===== src/hw/slh_pkg.sv =====
/*
  Package for the status LED and fault history block: timebase figures,
  pattern intervals in ticks, fault codes and state enumerations.
  Assumes a 20 MHz system clock and a 1/16 s common timebase tick.
*/
package slh_pkg;

  // System clock and common timebase
  localparam int CLK_PERIOD_NS = 50;
  localparam int TICK_US       = 62500;
  localparam int TICK_CYC      = TICK_US * 1000 / CLK_PERIOD_NS;

  // Converts a time in ms to whole ticks, rounding up
  function automatic int ms2tick(input int ms);
    return (ms * 1000 + TICK_US - 1) / TICK_US;
  endfunction

  // Times as printed, in milliseconds
  localparam int PULSE_ON_MS  = 250;
  localparam int PULSE_OFF_MS = 3750;
  localparam int HB_HALF_MS   = 500;
  localparam int BOOT_MS      = 2000;
  localparam int FL_HALF_MS   = 250;
  localparam int GAP1_MS      = 1000;
  localparam int GAP3_MS      = 3000;
  localparam int JSENSE_MS    = 5000;
  localparam int JPEND_MS     = 10000;
  localparam int CLR_MS       = 1000;
  localparam int ACK_MS       = 250;
  localparam int POL_MS       = 300000;

  // Same intervals as tick counts
  localparam logic [6:0]  PULSE_ON_T  = 7'(ms2tick(PULSE_ON_MS));
  localparam logic [6:0]  PULSE_PER_T = 7'(ms2tick(PULSE_ON_MS + PULSE_OFF_MS));
  localparam logic [3:0]  HB_HALF_T   = 4'(ms2tick(HB_HALF_MS));
  localparam logic [5:0]  BOOT_T      = 6'(ms2tick(BOOT_MS));
  localparam logic [5:0]  FL_HALF_T   = 6'(ms2tick(FL_HALF_MS));
  localparam logic [5:0]  GAP1_T      = 6'(ms2tick(GAP1_MS));
  localparam logic [5:0]  GAP3_T      = 6'(ms2tick(GAP3_MS));
  localparam logic [7:0]  JSENSE_T    = 8'(ms2tick(JSENSE_MS));
  localparam logic [7:0]  JPEND_T     = 8'(ms2tick(JPEND_MS));
  localparam logic [7:0]  CLR_T       = 8'(ms2tick(CLR_MS));
  localparam logic [2:0]  ACK_T       = 3'(ms2tick(ACK_MS));
  localparam logic [12:0] POL_T       = 13'(ms2tick(POL_MS));

  // Counts and fault codes, high nibble X, low nibble Y
  localparam logic [2:0] WELD_MAX  = 3'h5;
  localparam int         HIST_N    = 10;
  localparam logic [7:0] CODE_SELF = 8'h35;
  localparam logic [7:0] CODE_POL  = 8'h36;
  localparam logic [7:0] CODE_ROLL = 8'h41;
  localparam logic [7:0] CODE_WELD = 8'h42;

  typedef enum logic [2:0] {J_IDLE, J_SENSE, J_PEND, J_CLEAR, J_REL, J_PLAY} slh_jmp_type;
  typedef enum logic [1:0] {F_ON, F_OFF, F_GAP1, F_GAP3} slh_flash_type;

endpackage


===== src/hw/slh_tick.sv =====
/*
  Common timebase: one-cycle tick every TICK_CYCLES system clocks.
  Assumes sys_clk is free running and rst_n is asynchronous, active low.
*/
`timescale 1ns/1ns
module slh_tick
  import slh_pkg::*;
#(
  parameter int unsigned TICK_CYCLES = TICK_CYC
)
(
  input  wire logic sys_clk,
  input  wire logic rst_n,
  output logic      tick
);

  localparam int TW = $clog2(TICK_CYCLES + 1);

  typedef struct packed {
    logic [TW-1:0] cnt;
    logic          tick;
  } slh_tick_state_type;

  slh_tick_state_type s_q;
  slh_tick_state_type s_d;

  // Divider; tick lands on the wrap so the period is exact
  always_comb
  begin
    s_d = s_q;
    s_d.tick = 1'b0;
    if (s_q.cnt == TW'(TICK_CYCLES - 1))
    begin
      s_d.cnt  = '0;
      s_d.tick = 1'b1;
    end
    else
      s_d.cnt = s_q.cnt + TW'(1);
  end

  always_ff @(posedge sys_clk or negedge rst_n)
  begin
    if (!rst_n)
      s_q <= '0;
    else
      s_q <= s_d;
  end

  assign tick = s_q.tick;

endmodule


===== src/hw/slh_status.sv =====
/*
  Red status LED patterns, green bus activity LED, lockout latches and
  a ten-entry fault history with jumper-driven playback and erase.
  Assumes all inputs except rst_n are synchronous to sys_clk; the fault sources and
  the bus engine live elsewhere and drive the level and pulse inputs.
*/
`timescale 1ns/1ns
module slh_status
  import slh_pkg::*;
#(
  parameter int unsigned TICK_CYCLES = TICK_CYC
)
(
  input  wire logic       sys_clk,
  input  wire logic       rst_n,
  input  wire logic       jumper_in,
  input  wire logic       heartbeat_mode,
  input  wire logic       ctrl_failed,
  input  wire logic       self_check_fail,
  input  wire logic       polarity_fault,
  input  wire logic       earth_fault,
  input  wire logic       rollout_open,
  input  wire logic       valve_weld_evt,
  input  wire logic       ext_code_valid,
  input  wire logic [3:0] ext_code_x,
  input  wire logic [3:0] ext_code_y,
  input  wire logic       bus_tx_busy,
  input  wire logic       bus_ack_rx,
  output logic            red_led,
  output logic            green_led,
  output logic            hard_lockout,
  output logic            run_enable
);

  typedef struct packed {
    slh_jmp_type                js;
    logic [7:0]                 jt;
    logic [3:0]                 pidx;
    logic [HIST_N-1:0][7:0]     hist;
    logic [3:0]                 hcnt;
    logic [7:0]                 last_code;
    slh_flash_type              fp;
    logic                       fy;
    logic [3:0]                 fcnt;
    logic [5:0]                 ft;
    logic [7:0]                 fcode;
    logic [6:0]                 pcnt;
    logic [3:0]                 hbc;
    logic                       hb;
    logic                       fast;
    logic [5:0]                 bt;
    logic [1:0]                 pwm;
    logic [2:0]                 gcnt;
    logic [12:0]                polt;
    logic                       pol_lock;
    logic                       roll_lock;
    logic [2:0]                 wcnt;
    logic                       weld_lock;
    logic                       red;
    logic                       green;
    logic                       lock;
    logic                       run;
  } slh_state_type;

  slh_state_type q;
  slh_state_type d;
  logic          tick;
  logic          pol_now;
  logic [7:0]    code;
  logic [7:0]    eng_code;
  logic [3:0]    flash_n;
  logic          eng_led;
  logic          gap_end;

  // Shared timebase so every pattern stays in step
  slh_tick #(
    .TICK_CYCLES (TICK_CYCLES)
  ) u_tick (
    .sys_clk (sys_clk),
    .rst_n   (rst_n),
    .tick    (tick)
  );

  always_comb
  begin
    d        = q;
    gap_end  = 1'b0;
    pol_now  = polarity_fault | earth_fault;

    // Lockout latches; only a power cycle clears them
    if (rollout_open)
      d.roll_lock = 1'b1;
    if (valve_weld_evt && !q.weld_lock)
    begin
      d.wcnt = q.wcnt + 3'h1;
      if (q.wcnt == WELD_MAX - 3'h1)
        d.weld_lock = 1'b1;
    end
    // Polarity fault timer resets whenever the fault clears in time
    if (!pol_now && !q.pol_lock)
      d.polt = '0;
    else if (tick && !q.pol_lock)
    begin
      if (q.polt == POL_T - 13'h1)
        d.pol_lock = 1'b1;
      else
        d.polt = q.polt + 13'h1;
    end

    // Active code, rollout and weld lockouts first
    if (q.roll_lock || rollout_open)
      code = CODE_ROLL;
    else if (q.weld_lock)
      code = CODE_WELD;
    else if (self_check_fail)
      code = CODE_SELF;
    else if (pol_now || q.pol_lock)
      code = CODE_POL;
    else if (ext_code_valid)
      code = {ext_code_x, ext_code_y};
    else
      code = 8'h00;
    d.lock = d.roll_lock | d.weld_lock | d.pol_lock;
    d.run  = (code == 8'h00) && !d.lock && !ctrl_failed;

    // New code goes in at index 0; oldest falls off the end
    if (code != q.last_code)
    begin
      d.last_code = code;
      if (code != 8'h00)
      begin
        d.hist = {q.hist[HIST_N-2:0], code};
        if (q.hcnt < 4'(HIST_N))
          d.hcnt = q.hcnt + 4'h1;
      end
    end

    // Pattern counters; the boot timer and green countdown stop, the others run free
    d.pwm = q.pwm + 2'h1;
    if (tick)
    begin
      d.fast = ~q.fast;
      if (q.pcnt == PULSE_PER_T - 7'h1)
        d.pcnt = '0;
      else
        d.pcnt = q.pcnt + 7'h1;
      if (q.hbc == HB_HALF_T - 4'h1)
      begin
        d.hbc = '0;
        d.hb  = ~q.hb;
      end
      else
        d.hbc = q.hbc + 4'h1;
      if (q.bt < BOOT_T)
        d.bt = q.bt + 6'h1;
      if (q.gcnt != 3'h0)
        d.gcnt = q.gcnt - 3'h1;
    end
    // Acknowledge placed after the countdown so a new one always wins
    if (bus_ack_rx)
      d.gcnt = ACK_T;

    // Flash engine; a changed code waits dark for the next tick, then starts at X,
    // so the first flash is as long as the rest instead of a tick-phase stub
    eng_code = (q.js == J_PLAY) ? q.hist[q.pidx] : code;
    flash_n  = q.fy ? q.fcode[3:0] : q.fcode[7:4];
    if (eng_code != q.fcode)
    begin
      d.fcode = eng_code;
      d.fp    = F_OFF;
      d.fy    = 1'b0;
      d.fcnt  = 4'h0;
      d.ft    = FL_HALF_T - 6'h1;
    end
    else if (tick && q.fcode != 8'h00)
    begin
      d.ft = q.ft + 6'h1;
      unique case (q.fp)
        F_ON:
          if (q.ft == FL_HALF_T - 6'h1)
          begin
            d.ft = '0;
            d.fp = F_OFF;
          end
        F_OFF:
          if (q.ft == FL_HALF_T - 6'h1)
          begin
            d.ft = '0;
            if (q.fcnt == flash_n)
              d.fp = (q.fy || q.fcode[3:0] == 4'h0) ? F_GAP3 : F_GAP1;
            else
            begin
              d.fcnt = q.fcnt + 4'h1;
              d.fp   = F_ON;
            end
          end
        F_GAP1:
          if (q.ft == GAP1_T - 6'h1)
          begin
            d.ft   = '0;
            d.fp   = F_ON;
            d.fy   = 1'b1;
            d.fcnt = 4'h1;
          end
        F_GAP3:
          if (q.ft == GAP3_T - 6'h1)
          begin
            d.ft    = '0;
            d.fp    = F_ON;
            d.fy    = 1'b0;
            d.fcnt  = 4'h1;
            gap_end = 1'b1;
          end
      endcase
    end
    eng_led = (q.fp == F_ON) && (q.fcode != 8'h00);

    // Jumper sequence; the technician decides play or erase by release time
    unique case (q.js)
      J_IDLE:
        if (jumper_in)
        begin
          d.js = J_SENSE;
          d.jt = '0;
        end
      J_SENSE:
        if (!jumper_in)
          d.js = J_IDLE;
        else if (tick)
        begin
          if (q.jt == JSENSE_T - 8'h1)
          begin
            d.js = J_PEND;
            d.jt = '0;
          end
          else
            d.jt = q.jt + 8'h1;
        end
      J_PEND:
        if (!jumper_in)
        begin
          if (q.hcnt == 4'h0)
            d.js = J_IDLE;
          else
          begin
            d.js    = J_PLAY;
            d.pidx  = '0;
            d.fcode = '0;
          end
        end
        else if (tick)
        begin
          if (q.jt == JPEND_T - 8'h1)
          begin
            d.js   = J_CLEAR;
            d.jt   = '0;
            d.hist = '0;
            d.hcnt = '0;
          end
          else
            d.jt = q.jt + 8'h1;
        end
      J_CLEAR:
        if (tick)
        begin
          if (q.jt == CLR_T - 8'h1)
            d.js = J_REL;
          else
            d.jt = q.jt + 8'h1;
        end
      J_REL:
        // Normal indication resumes; wait for removal so it cannot retrigger
        if (!jumper_in)
          d.js = J_IDLE;
      J_PLAY:
        // Advance on the very edge the gap ends, so no stray flash of the old code shows
        if (gap_end)
        begin
          if (q.pidx + 4'h1 == q.hcnt)
            d.js = J_IDLE;
          else
          begin
            d.pidx  = q.pidx + 4'h1;
            d.fcode = '0;
          end
        end
    endcase

    // Red LED source selection
    if (q.js == J_SENSE || q.js == J_CLEAR)
      d.red = 1'b1;
    else if (q.js == J_PEND)
      d.red = 1'b0;
    else if (q.js == J_PLAY)
      d.red = eng_led;
    else if (q.bt < BOOT_T || ctrl_failed)
      d.red = q.fast;
    else if (code != 8'h00)
      d.red = eng_led;
    else if (heartbeat_mode)
      d.red = q.hb | (q.pwm == 2'h0);
    else
      d.red = q.pcnt < PULSE_ON_T;

    // Green LED runs regardless of thermostat type
    d.green = bus_tx_busy ? q.fast : (q.gcnt != 3'h0);
  end

  // Single state register; everything resets to zero at power-up
  always_ff @(posedge sys_clk or negedge rst_n)
  begin
    if (!rst_n)
      q <= '0;
    else
      q <= d;
  end

  assign red_led      = q.red;
  assign green_led    = q.green;
  assign hard_lockout = q.lock;
  assign run_enable   = q.run;

  a_sense_red_on: assert property (@(posedge sys_clk) disable iff (!rst_n)
    (q.js == J_SENSE) |=> red_led)
    else $error("Red LED not solid while jumper sensed");

  a_pend_red_off: assert property (@(posedge sys_clk) disable iff (!rst_n)
    (q.js == J_PEND) |=> !red_led)
    else $error("Red LED not off while playback pending");

  a_clear_wipes_hist: assert property (@(posedge sys_clk) disable iff (!rst_n)
    (q.js == J_PEND && jumper_in && tick && q.jt == JPEND_T - 8'h1)
    |=> (q.js == J_CLEAR && q.hcnt == 4'h0 && q.hist == '0) ##1 red_led)
    else $error("History not erased on jumper timeout");

  a_play_empty: assert property (@(posedge sys_clk) disable iff (!rst_n)
    (q.js == J_PEND && !jumper_in && q.hcnt == 4'h0) |=> (q.js == J_IDLE))
    else $error("Empty history did not return to normal");

  a_play_newest: assert property (@(posedge sys_clk) disable iff (!rst_n)
    $rose(q.js == J_PLAY) |-> (q.pidx == 4'h0 && q.hcnt != 4'h0))
    else $error("Playback did not start at newest entry");

  a_hist_bound: assert property (@(posedge sys_clk) disable iff (!rst_n)
    (q.hcnt <= 4'(HIST_N)))
    else $error("History count above ten");

  a_rollout_lock: assert property (@(posedge sys_clk) disable iff (!rst_n)
    rollout_open |=> (hard_lockout && q.fcode == CODE_ROLL))
    else $error("Rollout did not lock out with 4+1");

  a_weld_lock: assert property (@(posedge sys_clk) disable iff (!rst_n)
    (valve_weld_evt && q.wcnt == WELD_MAX - 3'h1 && !q.roll_lock) |=> ##1 (hard_lockout && q.fcode == CODE_WELD))
    else $error("Fifth weld did not lock out with 4+2");

  a_pol_lock: assert property (@(posedge sys_clk) disable iff (!rst_n)
    (tick && pol_now && !q.pol_lock && q.polt == POL_T - 13'h1) |=> hard_lockout)
    else $error("Polarity fault did not lock out after timeout");

  a_green_idle: assert property (@(posedge sys_clk) disable iff (!rst_n)
    (!bus_tx_busy && q.gcnt == 3'h0) |=> !green_led)
    else $error("Green LED lit without bus activity");

  a_ack_blink: assert property (@(posedge sys_clk) disable iff (!rst_n)
    (bus_ack_rx && !bus_tx_busy) ##1 !bus_tx_busy |=> green_led)
    else $error("Acknowledge did not blink green LED");

endmodule


===== config.mk =====
export PLATFORM = sky130hd
export DESIGN_NAME = slh_status
export DESIGN_NICKNAME = d
export VERILOG_FILES = /design/src/hw/slh_pkg.sv /design/src/hw/slh_tick.sv /design/src/hw/slh_status.sv
export SDC_FILE = /design/constraint.sdc
export NUM_CORES = 1
export LEC_CHECK = 0
export ABC_CLOCK_PERIOD_IN_PS = 4300
export BUFFER_PORTS_ARGS = -buffer_cell sky130_fd_sc_hd__buf_2
export CAP_MARGIN = 20
export CORE_UTILIZATION = 63
export CTS_CLUSTER_SIZE = 12
export DETAILED_ROUTE_END_ITERATION = 8
export GPL_ROUTABILITY_DRIVEN = 0
export GPL_TIMING_DRIVEN = 0
export PLACE_DENSITY = 0.84
export SETUP_SLACK_MARGIN = 0.3
export SLEW_MARGIN = 20
export SYNTH_ARGS = -nofsm -noshare
export SYNTH_HDL_FRONTEND = slang
export SYNTH_SLANG_ARGS = --single-unit

===== constraint.sdc =====
create_clock -name sys_clk -period 4.3 [get_ports sys_clk]
set_clock_uncertainty 0.1 [all_clocks]
set_input_delay 0.86 -clock sys_clk [delete_from_list [all_inputs] [get_ports sys_clk]]
set_output_delay 0.86 -clock sys_clk [all_outputs]
set_load 0.02 [all_outputs]

==> results of run 1 <==
## metal layers
| layer | routed length (um) | track usage, % | up-vias |
|---|---|---|---|
| li1 | - | - | 3975 |
| met1 | 10600 | 41.4 | 4150 |
| met2 | 11500 | 49.4 | 293 |
| met3 | 1380 | 5.45 | 51 |
| met4 | 601 | 11.3 | 0 |
| met5 | 0 | 0 | - |
## layout by cell type, fill, tap and decap left out, types with 4 or more instances in the layout
cell       synthesis  routed
and3_1            13      13
a22oi_1           11      11
or3_1              6       6
buf_6              5       5
mux2i_1           28      28
ha_1              21      21
a211oi_1           7       7
and2_1             6       6
xor2_1            31      31
nand2b_1           8       8
a21oi_1          109     109
nor2_1            78      78
clkbuf_1          37      40
o22ai_1            5       5
dfrtp_1          197     197
nor4_1            11      11
and4_1             6       6
nand3_1           22      22
a211o_1            6       6
nor2b_1           10      10
nand2_1          214     214
mux4_2             7       7
o31ai_1            5       5
mux2_2            12      12
buf_2             13      36
o21a_1             4       4
a31o_2             4       4
clkbuf_16          0      17
or2_2              5       5
a31oi_1            7       7
nor3_1            26      26
inv_1             28      28
nand4b_1           4       4
o211ai_1           5       5
nor4b_1            4       4
xnor2_1           34      34
nand4_1           24      24
o21ai_0           39      39
## what timing repair did
action                     CTS  global route
setup endpoints to repair    0             4
gates resized for setup      0             1
hold buffers                 0             0
## cells by family after synthesis
group / share of synthesized area (%)
XOR/XNOR: 5.54
AND/OR/NAND/NOR: 20.6
adder cells (fa/ha/maj): 2.56
multiplexers: 5.57
flip-flops: 47.9
buffers and inverters: 3.71
AO/OA/AOI/OAI: 14.0
## area by class of cell
class | instances | area, um2
flip-flops and latches | 197 | 4930
inverters | 28 | 105
repair buffers | 25 | 158
fillers | 1165 | 4560
plain buffers | 58 | 277
clock buffers | 22 | 464
multi-input cells | 820 | 4980
clock inverters | 10 | 143
well taps | 216 | 270
## critical path, delay by kind of cell (launching register included)
kind / cells / cell delay, ps
DFF: 1 / 360
and+or+nand+nor: 3 / 940
muxes: 1 / 170
AOI/OAI and AO/OA: 3 / 1000
buffers and inverters: 4 / 1260
## sequential cells by signal, indices dropped and copies added, names as in the netlist
register      count
u_tick.s_q       21
hard_lockout      1
u_tick.tick       1
run_enable        1
green_led         1
red_led           1
q               171
## report_power, final
| group | internal (W) | switching (W) |
|---|---|---|
| clock network | 0.000952 | 0.000700 |
| logic | 0.000439 | 0.000711 |
| registers | 0.00201 | 0.000175 |
## worst max path at each step
stage,startpoint,to,slack (ps),cells after the start
floorplan,earth_fault,q[78],860,10
global placement,rst_n,q[138],-950,1
detailed placement,earth_fault,q[56],250,10
CTS,q[160],q[56],510,11
global route,q[160],q[160],340,11
finish,q[160],q[56],340,11
## through the flow
step / hold slack [ps] / std cells
floorplan: 286 / 1103
global placement: 298 / 1343
detailed placement: 342 / 1344
CTS: 352 / 1376
global route: 374 / 1376
finish: 338 / 1376
==> impl_metrics.env, run 1 <==
export IMPL_gr_total_overflow=0
export IMPL_cts_tree="yes"
export IMPL_r2r_setup_slack_ps=340
export IMPL_synth_cell_types=71
export IMPL_critPathCaptureType="flop"
export IMPL_drtAntennaViolNets=0
export IMPL_root_buffer="clkbuf_16"
export IMPL_finalWirelength_um=24100
export IMPL_status="finished clean"
export IMPL_synth_top_area_cell="dfrtp_1"
export IMPL_coreArea_um2=15900
export IMPL_ys_warnings_count=0
export IMPL_ys_ff_latch=197
export IMPL_routedWlPerCell_um=17.5
export IMPL_crit_top_cell="buf_2"
export IMPL_routed_via_density=6.15
export IMPL_cts_buffer_depth=2
export IMPL_antenna_found_initial=0
export IMPL_synth_avg_cell_area_um2=9.32
export IMPL_worst_pin_slew_ps=1020
export IMPL_r2r_cells=11
export IMPL_final_cell_area_um2=11300
export IMPL_total_leakage_power_nw=4.90
export IMPL_placement_io_buffers=24
export IMPL_seq_area_frac_synth_pct=47.9
export IMPL_dp_hpwl_um=16600
export IMPL_dieWidth_um=130
export IMPL_period_share_pct=92.1
export IMPL_io_pins=25
export IMPL_ys_flop_type="dfrtp_1"
export IMPL_dr_pass1_iters=5
export IMPL_startpoint_type="flop"
export IMPL_clkTransAtPathRegs_ps=70
export IMPL_grt_pass1_vias=7928
export IMPL_cp_max_fo=10
export IMPL_path_class="reg2reg"
export IMPL_clk_latency_ps=440
export IMPL_syn_inst=1103
export IMPL_drive_above_1_share_pct=9.48
export IMPL_syn_num_nets=1145
export IMPL_clkSinkCount=197
export IMPL_die_y_um=130
export IMPL_setup_viol=0
export IMPL_crit_chain="buf_2, buf_4, buf_2, mux2i_1, a221oi_1, nor3_1, a2bb2oi_1, a211oi_1, nand4b_1, clkbuf_1, or2_2"
export IMPL_post_cts_setup_buffers=0
export IMPL_die_area_um2=16800
export IMPL_cp_required_ps=4520
export IMPL_finalMaxSlewViolations=0
export IMPL_grt_pass1_wl_um=39400
export IMPL_placed_area_um2=10700
export IMPL_start_util_pct=64.7
export IMPL_grt_max_degree=102
export IMPL_ir_worst_vdd_mv=0.362
export IMPL_fin_util_pct=71.3
export IMPL_arrival_ps=4180
export IMPL_rsz0062_at_grt="no"
export IMPL_fmax_mhz=252
export IMPL_area_growth_pct=10.1
export IMPL_setup_slack_ps=338
export IMPL_drv_cap=0
export IMPL_crit_slowest_cell="a221oi_1"
export IMPL_yosysMostFrequentCell="nand2_1"
export IMPL_track_usage_pct=30.5
export IMPL_max_stage_delay_ps=610
export IMPL_synth_top_area_share_pct=47.9
export IMPL_r2r_end="q[56]"
export IMPL_diodes=0
export IMPL_slew_headroom_pct=31.7
export IMPL_p_per_area_nw_per_um2=440
export IMPL_rows=46
export IMPL_synth_edf_count=0
export IMPL_synth_async_reset_ratio_pct=100
export IMPL_drc=0
export IMPL_hold_viol=0
export IMPL_finalPower_w=0.00499
export IMPL_htreeDepth=4
export IMPL_r2r_start="q[160]"
export IMPL_fin_nets=1189
export IMPL_synthTopCellsByArea="dfrtp_1 (48%), nand2_1 (7.8%), a21oi_1 (5.3%)"
export IMPL_tns_ps=0
export IMPL_drtIter0Drc=763
export IMPL_dpl_worst_slack_ps=249
export IMPL_synthTopCellsByCount="nand2_1 (214), dfrtp_1 (197), a21oi_1 (109), nor2_1 (78), o21ai_0 (39)"
export IMPL_period_needed_ps=3960
export IMPL_synth_area_um2=10300
export IMPL_cts_buffers=17
export IMPL_hp_class="in2async"
export IMPL_via_count=8469
Power figures use the tool's default switching activity.
==> inputs of run 2 (changes only) <==
Settings changed: ABC_CLOCK_PERIOD_IN_PS 4300 to 4800, CORE_UTILIZATION 63 to 64, PLACE_DENSITY 0.84 to 0.85, TNS_END_PERCENT from default to 50.
Clock period 4.3 ns to 4.8 ns, I/O delays scaled along.
==> run 2 against run 1 <==
Effect of this change: design area increased by 0.26%; highest routed layer unchanged; first-iteration DRC count increased by 1.0%; largest cell class unchanged; critical path depth decreased by 1.
==> impl_metrics.env, run 2 (synthesized netlist as in run 1, its figures left out) <==
export IMPL_status="finished clean"
export IMPL_dieWidth_um=129
export IMPL_fin_util_pct=73.6
export IMPL_critPathBufInv=3
export IMPL_hold_viol=0
export IMPL_crit_chain="buf_2, buf_4, mux2i_1, nor3_1, o41ai_1, o32ai_1, a211oi_1, nand4b_1, clkbuf_1, or2_2"
export IMPL_clkTransAtPathRegs_ps=70
export IMPL_arrival_ps=4240
export IMPL_period_needed_ps=4020
export IMPL_top_regs="q: 171 flops, u_tick.s_q: 21 flops"
export IMPL_finalPower_w=0.00449
export IMPL_drive_above_1_share_pct=9.73
export IMPL_fin_nets=1190
export IMPL_fmax_mhz=248
export IMPL_holdPathStages=1
export IMPL_die_area_um2=16600
export IMPL_antenna_found_initial=0
export IMPL_placement_io_buffers=24
export IMPL_r2r_cells=10
export IMPL_routed_via_density=6.13
export IMPL_die_y_um=129
export IMPL_crit_slowest_cell="o41ai_1"
export IMPL_hold_start="q[26]"
export IMPL_path_class="reg2reg"
export IMPL_final_common_cell="nand2_1"
export IMPL_r2r_start="q[160]"
export IMPL_largest_register="q"
export IMPL_routedWlPerCell_um=17.9
export IMPL_total_leakage_power_nw=4.92
export IMPL_htreeDepth=4
export IMPL_dp_hpwl_um=16900
export IMPL_largest_reg_flops=171
export IMPL_min_to="q[26]"
export IMPL_worst_pin_slew_ps=1030
export IMPL_grt_pass1_vias=8108
export IMPL_grt_max_degree=98
export IMPL_clkSinkCount=197
export IMPL_cts_tree="yes"
export IMPL_r2r_end="q[56]"
export IMPL_r2r_setup_slack_ps=780
export IMPL_root_buffer="clkbuf_16"
export IMPL_cp_required_ps=5020
export IMPL_area_growth_pct=10.4
export IMPL_period_share_pct=83.8
export IMPL_postCtsHoldBufs=0
export IMPL_hp_class="reg2reg"
export IMPL_p_per_area_nw_per_um2=396
export IMPL_rsz0062_at_grt="no"
export IMPL_startpoint_type="flop"
export IMPL_track_usage_pct=31.9
export IMPL_cp_max_fo=10
export IMPL_drv_cap=0
export IMPL_finalMaxSlewViolations=0
export IMPL_coreArea_um2=15400
export IMPL_io_pins=25
export IMPL_setup_viol=0
export IMPL_dr_pass1_iters=5
export IMPL_ctsResizeCount=0
export IMPL_critPathCaptureType="flop"
export IMPL_critPathTopFamily="compound AO/OA/AOI/OAI gates"
export IMPL_rows=45
export IMPL_finalWirelength_um=24600
export IMPL_drc=0
export IMPL_diodes=0
export IMPL_cts_buffer_depth=2
export IMPL_grt_pass1_wl_um=40800
export IMPL_drtIter0Drc=771
export IMPL_gr_total_overflow=0
export IMPL_ir_worst_vdd_mv=0.299
export IMPL_start_util_pct=66.7
export IMPL_clk_latency_ps=440
export IMPL_via_count=8414
export IMPL_max_stage_delay_ps=910
export IMPL_post_cts_setup_buffers=0
export IMPL_mostFrequentLayoutCells="nand2_1 (214), dfrtp_1 (197), a21oi_1 (109)"
export IMPL_cts_buffers=17
export IMPL_drtAntennaViolNets=0
export IMPL_slew_headroom_pct=30.9
-- run 2: cell count changes in the layout (fill, tap and decap cells not counted), sizes merged --
cell,previous run,this run
clkinvlp,1,2
buf,45,46
clkbuf,60,57
clkinv,3,5
-- run 2: worst max-delay path by stage --
stage                           start      to  slack, ps  cells after the start
final                          q[160]   q[56]        780                     10
after global routing           q[162]   q[56]        660                      9
after CTS                      q[160]   q[56]        940                     10
after floorplan           earth_fault   q[78]       1260                     10
after global placement          rst_n  q[134]       -520                      1
after detailed placement  earth_fault   q[88]        720                     10
-- run 2: metrics by stage --
stage	setup WS, ps	area, um2	instances	hold slack [ps]	setup TNS [ps]
3_5_place_dp	718	10700	1340	297	0
4_1_cts	940	11400	1372	319	0
6_report	776	11400	1372	322	0
3_3_place_gp	-517	10700	1338	298	-97880
2_1_floorplan	1260	10300	1103	286	0
5_1_grt	663	11400	1372	322	0
-- run 2: where the power goes --
part / leakage [nW] / switching [W] / total (W) / internal (W)
combinational: 2.00 / 0.000637 / 0.00103 / 0.000395
sequential: 2.62 / 0.000155 / 0.00196 / 0.00180
clock: 0.302 / 0.000649 / 0.00150 / 0.000856
-- run 2: final cells by class --
class                      instances  area [um2]
buffer                            58         277
sequential                       197        4930
clock inverter                    13         170
timing repair buffer              26         185
multi-input combinational        820        4970
inverter                          28         105
fill                            1130        4070
tap                              211         264
clock buffer                      19         453
-- run 2: per-layer routing --
| layer | GRT usage, % | routed length [um] | part of all wire, % |
|---|---|---|---|
| met1 | 42.3 | 10600 | 43 |
| met2 | 52.4 | 11800 | 48 |
| met3 | 6.11 | 1510 | 6.1 |
| met4 | 12.2 | 677 | 2.7 |
| met5 | 0 | 0 | 0 |
-- run 2: worst reg2reg max path, stage by stage (launching register included) --
cell      delay [ps]
dfrtp_1          360
buf_2            240
buf_4            290
mux2i_1          330
nor3_1            80
o41ai_1          910
o32ai_1          220
a211oi_1         270
nand4b_1         370
clkbuf_1         370
or2_2            370
